[src/hw/bcp_defines.vh]
/*
 * constants of the bridge control / express capability header block:
 * offsets, field positions, reset values, decode ranges.
 * assumes it is included once per design file by its bare name.
 */
`ifndef BCP_DEFINES_VH
`define BCP_DEFINES_VH

// register indices; byte address is four times the index
`define BCP_IDX_BRIDGE_CONTROL 12'h03e
`define BCP_IDX_CAP 12'h040
`define BCP_IDX_IRQ_STAT 12'h050
`define BCP_IDX_IRQ_MASK 12'h051
`define BCP_ADR_BRIDGE_CONTROL 12'h0f8
`define BCP_ADR_CAP 12'h100
`define BCP_ADR_IRQ_STAT 12'h140
`define BCP_ADR_IRQ_MASK 12'h144

// bridge control bit positions
`define BCP_BC_PERR 0
`define BCP_BC_SERR 1
`define BCP_BC_ISA 2
`define BCP_BC_VGA 3
`define BCP_BC_VGA16 4
`define BCP_BC_SBR 6
`define BCP_BC_WMASK 16'h005f

// capability header fields and reset values
`define BCP_CAP_ID 8'h10
`define BCP_NXT_RST 8'hc0
`define BCP_VER_RST 4'h1
`define BCP_TYPE_UP 4'h5
`define BCP_TYPE_DN 4'h6
`define BCP_SLOT_RST 1'b0
`define BCP_IMN_VAL 5'h00
`define BCP_TCS_RST 1'b1

// interrupt status bits
`define BCP_IRQ_POISON 0
`define BCP_IRQ_ERRFWD 1
`define BCP_IRQ_SBR 2
`define BCP_IRQ_W 3

// isa and vga decode ranges
`define BCP_ISA_TOP 16'hffff
`define BCP_VGA_IO0_LO 10'h3b0
`define BCP_VGA_IO0_HI 10'h3bb
`define BCP_VGA_IO1_LO 10'h3c0
`define BCP_VGA_IO1_HI 10'h3df
`define BCP_VGA_MEM_LO 32'h000a0000
`define BCP_VGA_MEM_HI 32'h000bffff

`endif

[src/hw/bcp_io_route.v]
/*
 * i/o and vga routing decision for one request, answered one
 * cycle after the request strobe.
 * assumes the window hit comes from base/limit logic on core_clk.
 */
`default_nettype none
`include "bcp_defines.vh"

module bcp_io_route (
    // clock and reset
    input wire core_clk,
    input wire sys_rst,
    // routing controls
    input wire isa_routing_enable,
    input wire vga_forward_enable,
    input wire vga_sixteen_bit_decode,
    // request
    input wire req,
    input wire req_is_io,
    input wire [31:0] req_addr,
    input wire req_in_window,
    // answer
    output reg rsp_vld_ff,
    output reg fwd_down_ff,
    output reg fwd_up_ff
);

    ////////////////////////////////////////////////////////////////
    // vga i/o hit; 10-bit mode aliases every 1 kb of i/o space
    function vga_io_hit;
        input [31:0] a;
        input wide;
        reg [9:0] lo;
        begin
            lo = a[9:0];
            vga_io_hit = ((lo >= `BCP_VGA_IO0_LO && lo <= `BCP_VGA_IO0_HI) ||
                (lo >= `BCP_VGA_IO1_LO && lo <= `BCP_VGA_IO1_HI)) &&
                (!wide || a[31:10] == 22'h000000);
        end
    endfunction

    reg isa_hole; // upper 768 bytes of a 1 kb block, first 64 kb
    reg vga_hit; // vga compatible address
    reg nxt_down;
    reg nxt_up;

    ////////////////////////////////////////////////////////////////
    // combinational routing
    always @* begin
        isa_hole = (req_addr[31:16] == 16'h0000) && (req_addr[9:8] != 2'b00);
        // width bit only matters with vga forwarding on
        vga_hit = vga_forward_enable && (req_is_io ?
            vga_io_hit(req_addr, vga_sixteen_bit_decode) :
            (req_addr >= `BCP_VGA_MEM_LO && req_addr <= `BCP_VGA_MEM_HI));
        nxt_down = 1'b0;
        nxt_up = 1'b0;
        if (vga_hit) begin
            nxt_down = 1'b1;
        end else if (req_is_io && req_in_window) begin
            if (isa_routing_enable && isa_hole) begin
                nxt_up = 1'b1;
            end else begin
                nxt_down = 1'b1;
            end
        end else begin
            nxt_up = 1'b1; // outside the window goes back up
        end
    end

    ////////////////////////////////////////////////////////////////
    // registered answer
    always @(posedge core_clk or posedge sys_rst) begin
        if (sys_rst) begin
            rsp_vld_ff <= 1'b0;
            fwd_down_ff <= 1'b0;
            fwd_up_ff <= 1'b0;
        end else begin
            rsp_vld_ff <= req;
            fwd_down_ff <= req & nxt_down;
            fwd_up_ff <= req & nxt_up;
        end
    end

endmodule // bcp_io_route
`default_nettype wire

[src/hw/bcp_port_cfg.v]
/*
 * configuration logic of one switch port: bridge control register,
 * express capability header, event forwarding, secondary bus reset,
 * interrupt status and mask.
 * assumes one clock core_clk, an async active-high reset, a master
 * that never waits and an upstream strap pin from outside.
 */
`default_nettype none
`include "bcp_defines.vh"

module bcp_port_cfg (
    // clock and reset
    input wire core_clk,
    input wire sys_rst,
    // register port
    input wire [11:0] reg_addr,
    input wire [31:0] reg_wdata,
    input wire reg_wr,
    input wire reg_rd,
    input wire reg_load_wr,
    output reg [31:0] reg_rdata_ff,
    // strap pin
    input wire port_is_upstream_pin,
    // error enables from command and device control
    input wire cmd_serr_en,
    input wire devctl_err_en,
    // secondary side events
    input wire sec_poison_det,
    input wire sec_err_cor,
    input wire sec_err_nonfatal,
    input wire sec_err_fatal,
    // primary side reports
    output reg poison_report_ff,
    output reg pri_err_cor_ff,
    output reg pri_err_nonfatal_ff,
    output reg pri_err_fatal_ff,
    // secondary bus reset
    output wire secondary_bus_reset,
    output wire sbr_is_upstream,
    // routing request and answer
    input wire route_req,
    input wire route_is_io,
    input wire [31:0] route_addr,
    input wire route_in_window,
    output wire route_vld,
    output wire route_down,
    output wire route_up,
    // interrupt
    output wire irq
);

    ////////////////////////////////////////////////////////////////
    // state
    reg [15:0] bridge_control_ff; // bridge control
    reg [7:0] nxt_ptr_ff; // next capability pointer
    reg [3:0] cap_ver_ff; // capability version
    reg slot_ff; // slot implemented
    reg tcs_ff; // traffic class routing supported
    reg [`BCP_IRQ_W-1:0] irq_stat_ff; // sticky events
    reg [`BCP_IRQ_W-1:0] irq_mask_ff; // one enables
    reg strap_s1_ff; // strap sync stage one
    reg strap_s2_ff; // strap sync stage two
    reg [1:0] strap_cnt_ff; // edges since reset release
    reg upstream_ff; // captured port role

    // named control bits
    wire parity_error_response_enable;
    wire system_error_forward_enable;
    wire isa_routing_enable;
    wire vga_forward_enable;
    wire vga_sixteen_bit_decode;
    wire err_path_open; // forward bit plus either upstream enable
    wire sbr_set; // reset bit written from zero to one
    wire [31:0] cap_word; // assembled capability header
    wire [3:0] port_type;

    reg [31:0] nxt_rdata;
    reg [`BCP_IRQ_W-1:0] nxt_stat;
    reg [`BCP_IRQ_W-1:0] ev_set;

    ////////////////////////////////////////////////////////////////
    // address match helpers
    function hit;
        input [11:0] a;
        input [11:0] b;
        begin
            hit = (a == b);
        end
    endfunction

    assign parity_error_response_enable = bridge_control_ff[`BCP_BC_PERR];
    assign system_error_forward_enable = bridge_control_ff[`BCP_BC_SERR];
    assign isa_routing_enable = bridge_control_ff[`BCP_BC_ISA];
    assign vga_forward_enable = bridge_control_ff[`BCP_BC_VGA];
    assign vga_sixteen_bit_decode = bridge_control_ff[`BCP_BC_VGA16];

    ////////////////////////////////////////////////////////////////
    // strap capture; sync first, catch after reset release so
    // the async reset never loads a pin value
    always @(posedge core_clk or posedge sys_rst) begin
        if (sys_rst) begin
            strap_s1_ff <= 1'b0;
            strap_s2_ff <= 1'b0;
            strap_cnt_ff <= 2'h0;
            upstream_ff <= 1'b0;
        end else begin
            strap_s1_ff <= port_is_upstream_pin;
            strap_s2_ff <= strap_s1_ff;
            // hold the role after the sync stages settle
            if (strap_cnt_ff != 2'h3) begin
                strap_cnt_ff <= strap_cnt_ff + 2'h1;
                upstream_ff <= strap_s2_ff;
            end
        end
    end

    assign port_type = upstream_ff ? `BCP_TYPE_UP : `BCP_TYPE_DN;

    ////////////////////////////////////////////////////////////////
    // bridge control; ordinary writes reach only defined bits
    always @(posedge core_clk or posedge sys_rst) begin
        if (sys_rst) begin
            bridge_control_ff <= 16'h0000;
        end else if (reg_wr && hit(reg_addr, `BCP_ADR_BRIDGE_CONTROL)) begin
            // reserved bits 5 and 15:7 stay zero
            bridge_control_ff <= reg_wdata[15:0] & `BCP_BC_WMASK;
        end
    end

    // reset bit newly set by this write
    assign sbr_set = reg_wr && hit(reg_addr, `BCP_ADR_BRIDGE_CONTROL) &&
        reg_wdata[`BCP_BC_SBR] && !bridge_control_ff[`BCP_BC_SBR];

    // reset holds as long as software leaves the bit set
    assign secondary_bus_reset = bridge_control_ff[`BCP_BC_SBR];
    // upstream port resets upstream, downstream its own bus
    assign sbr_is_upstream = upstream_ff;

    ////////////////////////////////////////////////////////////////
    // loadable capability fields; the load strobe is the only way
    // in, so a plain write to the header has no effect
    always @(posedge core_clk or posedge sys_rst) begin
        if (sys_rst) begin
            nxt_ptr_ff <= `BCP_NXT_RST;
            cap_ver_ff <= `BCP_VER_RST;
            slot_ff <= `BCP_SLOT_RST;
            tcs_ff <= `BCP_TCS_RST;
        end else if (reg_load_wr && hit(reg_addr, `BCP_ADR_CAP)) begin
            nxt_ptr_ff <= reg_wdata[15:8];
            cap_ver_ff <= reg_wdata[19:16];
            // slot has no meaning on the upstream port
            slot_ff <= reg_wdata[24] & ~upstream_ff;
            tcs_ff <= reg_wdata[30];
        end
    end

    // fixed fields, reserved bit 31 zero
    assign cap_word = {1'b0, tcs_ff, `BCP_IMN_VAL, slot_ff,
        port_type, cap_ver_ff, nxt_ptr_ff, `BCP_CAP_ID};

    ////////////////////////////////////////////////////////////////
    // poison reporting on the secondary interface
    always @(posedge core_clk or posedge sys_rst) begin
        if (sys_rst) begin
            poison_report_ff <= 1'b0;
        end else begin
            // ignored for reporting while the bit is clear
            poison_report_ff <= sec_poison_det & parity_error_response_enable;
        end
    end

    ////////////////////////////////////////////////////////////////
    // error message forwarding to the primary side
    assign err_path_open = system_error_forward_enable &&
        (cmd_serr_en || devctl_err_en);

    always @(posedge core_clk or posedge sys_rst) begin
        if (sys_rst) begin
            pri_err_cor_ff <= 1'b0;
            pri_err_nonfatal_ff <= 1'b0;
            pri_err_fatal_ff <= 1'b0;
        end else begin
            pri_err_cor_ff <= sec_err_cor & err_path_open;
            pri_err_nonfatal_ff <= sec_err_nonfatal & err_path_open;
            pri_err_fatal_ff <= sec_err_fatal & err_path_open;
        end
    end

    ////////////////////////////////////////////////////////////////
    // i/o and vga routing
    bcp_io_route u_route (
        .core_clk(core_clk),
        .sys_rst(sys_rst),
        .isa_routing_enable(isa_routing_enable),
        .vga_forward_enable(vga_forward_enable),
        .vga_sixteen_bit_decode(vga_sixteen_bit_decode),
        .req(route_req),
        .req_is_io(route_is_io),
        .req_addr(route_addr),
        .req_in_window(route_in_window),
        .rsp_vld_ff(route_vld),
        .fwd_down_ff(route_down),
        .fwd_up_ff(route_up)
    );

    ////////////////////////////////////////////////////////////////
    // interrupt status; a new event beats a clearing write
    always @* begin
        ev_set = {`BCP_IRQ_W{1'b0}};
        ev_set[`BCP_IRQ_POISON] = sec_poison_det & parity_error_response_enable;
        ev_set[`BCP_IRQ_ERRFWD] = (sec_err_cor | sec_err_nonfatal | sec_err_fatal)
            & err_path_open;
        ev_set[`BCP_IRQ_SBR] = sbr_set;
        nxt_stat = irq_stat_ff;
        if (reg_wr && hit(reg_addr, `BCP_ADR_IRQ_STAT)) begin
            // write one to clear
            nxt_stat = nxt_stat & ~reg_wdata[`BCP_IRQ_W-1:0];
        end
        nxt_stat = nxt_stat | ev_set;
    end

    always @(posedge core_clk or posedge sys_rst) begin
        if (sys_rst) begin
            irq_stat_ff <= {`BCP_IRQ_W{1'b0}};
            irq_mask_ff <= {`BCP_IRQ_W{1'b0}};
        end else begin
            irq_stat_ff <= nxt_stat;
            if (reg_wr && hit(reg_addr, `BCP_ADR_IRQ_MASK)) begin
                irq_mask_ff <= reg_wdata[`BCP_IRQ_W-1:0];
            end
        end
    end

    // level output while any enabled event is pending
    assign irq = |(irq_stat_ff & irq_mask_ff);

    ////////////////////////////////////////////////////////////////
    // read mux; unmapped addresses read zero
    always @* begin
        nxt_rdata = 32'h00000000;
        if (hit(reg_addr, `BCP_ADR_BRIDGE_CONTROL)) begin
            nxt_rdata = {16'h0000, bridge_control_ff};
        end else if (hit(reg_addr, `BCP_ADR_CAP)) begin
            nxt_rdata = cap_word;
        end else if (hit(reg_addr, `BCP_ADR_IRQ_STAT)) begin
            nxt_rdata = {29'h00000000, irq_stat_ff};
        end else if (hit(reg_addr, `BCP_ADR_IRQ_MASK)) begin
            nxt_rdata = {29'h00000000, irq_mask_ff};
        end
    end

    // data stands only in the cycle after the read strobe
    always @(posedge core_clk or posedge sys_rst) begin
        if (sys_rst) begin
            reg_rdata_ff <= 32'h00000000;
        end else if (reg_rd) begin
            reg_rdata_ff <= nxt_rdata;
        end else begin
            reg_rdata_ff <= 32'h00000000;
        end
    end

endmodule // bcp_port_cfg
`default_nettype wire

[config.mk]
export PLATFORM = sky130hd
export DESIGN_NAME = bcp_port_cfg
export DESIGN_NICKNAME = d
export VERILOG_FILES = /design/src/hw/bcp_io_route.v /design/src/hw/bcp_port_cfg.v
export VERILOG_INCLUDE_DIRS = /design/src /design/src/hw
export SDC_FILE = /design/constraint.sdc
export NUM_CORES = 1
export LEC_CHECK = 0
export BUFFER_PORTS_ARGS = -buffer_cell sky130_fd_sc_hd__buf_4
export CAP_MARGIN = 20
export CORE_UTILIZATION = 45
export DETAILED_ROUTE_END_ITERATION = 10
export GPL_TIMING_DRIVEN = 0
export PLACE_DENSITY = 0.86
export SLEW_MARGIN = 15
export SYNTH_ARGS = -nofsm -noshare
export SYNTH_HDL_FRONTEND = slang
export SYNTH_HIERARCHICAL = 1
export SYNTH_SLANG_ARGS = --single-unit
[constraint.sdc]
create_clock -name core_clk -period 1.7 [get_ports core_clk]
set_input_delay 0.17 -clock core_clk [delete_from_list [all_inputs] [get_ports core_clk]]
set_output_delay 0.17 -clock core_clk [all_outputs]
set_load 0.02 [all_outputs]
==> results.txt <==
Async SR Flop Fraction: 100.0%
Worst setup SP type: primary input
CTS Buf Count: 9
Antenna Nets Post-Route: 0
WL/cell: 13.92 um
hold crit path type: in -> reg
Max FO, Critical Path: 10
grt ovf: 0
syn avg cell area: 13.44 sq um
area grow syn2layout: 46.63%
Hold Fails Final Rpt: 0
Total GRT Usage: 20.42%
DRC: 0
io pins: 133
Net count, final: 415
RSZ-0062 raised after global routing: no
worst reg2reg path depth: 4
crit path DAT: 1.87 ns
Post-Syn Instances: 192
Sink Count: 61
core area: 0.005507 sq mm
worst skew pair latency: 0.33 ns
number of global-route vias before repair: 1988
Yosys cell types: 46
Via density: 4.763
RePlAce Congestion: 0.7833
Tightest Pin Transition: 0.6368 ns
Setup WS pre-CTS: -0.3011 ns
Die Span X: 77.74 um
port bufs: 108
initial antenna violation count: 0
WS Path Type: in -> reg
clk buf depth: 2
Mapped Area: 0.002581 sq mm
Crit path required time: 1.91 ns
# resized after CTS: 0
cell row count: 27
Seq/Total Area, Yosys: 59.33%
CTS root buf: clkbuf_8
Worst IR Drop VDD: 0.0005002 V
clk_skew: 0.007559 ns
die area: 0.006043 sq mm
hold path cells: 2
TritonRoute pass-1 iters: 4
fin. max-slew vios: 0
outcome: finished, final reports clean
Post-synth EDFFs: 0
Cell Pwr Density: 836.9 mW/mm^2
Primary FF master, synth: dfrtp_1
DP HPWL: 4365 um
initial core utilization: 46.88%
Die Y: 77.74 um
CTS tree: yes
Iter 0 DRT Violations: 62
max cap viols: 0
final setup margin: 0.04378 ns
highest clock rate: 603.8 MHz
fraction of layout instances using a drive strength above 1: 53.96%
relative slew slack: 57.19%
postcts setup bufs: 0
fin util: 68.73%
Period Utilization, post-route: 97.42%
hold_ws: 0.05802 ns
routed via count: 1905
Worst-path clk slew: 0.07 ns
Post-Route WL: 5566 um
H-Tree Level Count: 3
largest net degree at the start of global routing: 31
global-route wire length before repair: 9190 um
min cycle time layout: 1.656 ns
endpoints failing setup: 0
P_leak: 1.961 nW
Synth Warn #: 6
antenna diode count: 0
Critical Path End Type: register
Yosys reg bits: 61
[layout make-up]
type                    count  area (sq um)
multi-input cells         119         954.7
fillers                   413          1722
inverters                   7         26.28
clock inverters             7         98.84
clock buffers               9         123.9
repair buffers            112         860.8
flip-flops and latches     61          1531
well taps                  72         90.09
plain buffers              13         98.84
[placed cells by master, fill, tap and decap left out, types with 2 or more instances in the layout]
master and count:
buf_4 117, dfrtp_1 57, and2_1 21, mux2_2 19, conb_1 9, clkbuf_8 9, nand2_1 7, o21ai_0 7
mux2_4 6, inv_1 6, nand2b_1 4, nor4_2 4, dfstp_2 4, nor3_1 3, nand3_1 3, mux2i_1 3
o31ai_1 3, dlygate4sd3_1 3, nand4_1 2, or3_1 2, buf_6 2, nand4b_1 2, bufinv_16 2, clkinv_4 2
[registers in the layout, indices dropped and copies added, names as in the netlist]
| register | cells |
|---|---|
| reg_rdata_ff | 23 |
| nxt_ptr_ff | 8 |
| bridge_control_ff | 6 |
| cap_ver_ff | 4 |
| irq_mask_ff | 3 |
| irq_stat_ff | 3 |
| strap_cnt_ff | 2 |
| poison_report_ff | 1 |
| pri_err_cor_ff | 1 |
| pri_err_fatal_ff | 1 |
| pri_err_nonfatal_ff | 1 |
| sbr_is_upstream | 1 |
| slot_ff | 1 |
| strap_s1_ff | 1 |
| strap_s2_ff | 1 |
| tcs_ff | 1 |
| u_route/fwd_down_ff | 1 |
| u_route/fwd_up_ff | 1 |
| u_route/rsp_vld_ff | 1 |
[metal layers]
metal | vias to the layer above | track usage [%] | part of all wire, %
met5 | - | 0 | 0
li1 | 921 | - | -
met1 | 901 | 23.06 | 39
met4 | 0 | 9.623 | 1.5
met2 | 73 | 35.40 | 53
met3 | 10 | 5.882 | 6.4
[repair_timing]
item,in CTS,in global routing
hold buffers,3,0
endpoints found under the hold margin,30,0
setup endpoints to repair,0,0
[through the flow]
stage	setup TNS, ns	total power [W]	instance area [sq um]	cells
after floorplan	-0.5069	0.001599	2611	200
after global placement	-36.47	0.001762	3512	380
after detailed placement	-7.331	0.001775	3532	381
after CTS	0	0.003206	3785	400
after global routing	0	0.003308	3785	400
final	0	0.003167	3785	400
[cells by family (layout without fill, tap and decap cells)]
logic type	count (synthesis)	in the layout	share of synthesized area (%)
AO/OA/AOI/OAI	20	20	5.526
other	1	9	0.1453
XOR/XNOR	1	1	0.3394
buffers and inverters	20	148	4.847
multiplexers	28	28	12.94
adder cells (fa/ha/maj)	1	1	0.4847
flip-flops	61	61	59.33
AND/OR/NAND/NOR	60	60	16.38
[Yosys cell counts, types with 2 or more instances]
cell	instances	area share [%]
dfrtp_1	57	55
and2_1	21	5.1
nand4_1	2	0.48
dfstp_2	4	4.1
o31ai_1	3	0.87
buf_6	2	0.87
mux2_2	19	8.3
nand2_1	7	1.0
nand4b_1	2	0.68
nor3_1	3	0.58
mux2_4	6	3.5
inv_1	7	1.0
o21ai_0	7	1.4
buf_4	9	2.6
mux2i_1	3	1.2
nand2b_1	4	0.97
or3_1	2	0.48
nor4_2	4	1.9
nand3_1	3	0.58
[final timing paths]
kind | slack (ns) | to | start
setup / recovery | 0.04 | nxt_ptr_ff[1]$_DFFE_PP0P_ | reg_addr[11]
hold / removal | 0.06 | pri_err_nonfatal_ff$_DFF_PP0_ | sec_err_nonfatal
setup reg to reg | 0.55 | u_route/fwd_down_ff$_DFF_PP0_ | bridge_control_ff[2]$_DFFE_PP0P_
hold reg to reg | 0.36 | strap_s2_ff$_DFF_PP0_ | strap_s1_ff$_DFF_PP0_
max in group asynchronous | 0.64 | bridge_control_ff[1]$_DFFE_PP0P_ | sys_rst
min in group asynchronous | 0.27 | u_route/fwd_up_ff$_DFF_PP0_ | sys_rst
[power by group]
| part | switching [W] | total, W | internal (W) |
|---|---|---|---|
| Combinational | 0.000116 | 0.000280 | 0.000163 |
| Clock | 0.000584 | 0.00142 | 0.000832 |
| Sequential | 0.00000775 | 0.00147 | 0.00146 |
[critical path, stage by stage]
cell and delay (ns):
buf_4 0.11, or3_4 0.41, or4_4 0.48, nor2_4 0.18, buf_6 0.18, mux2_2 0.34
Power figures use the tool's default switching activity.
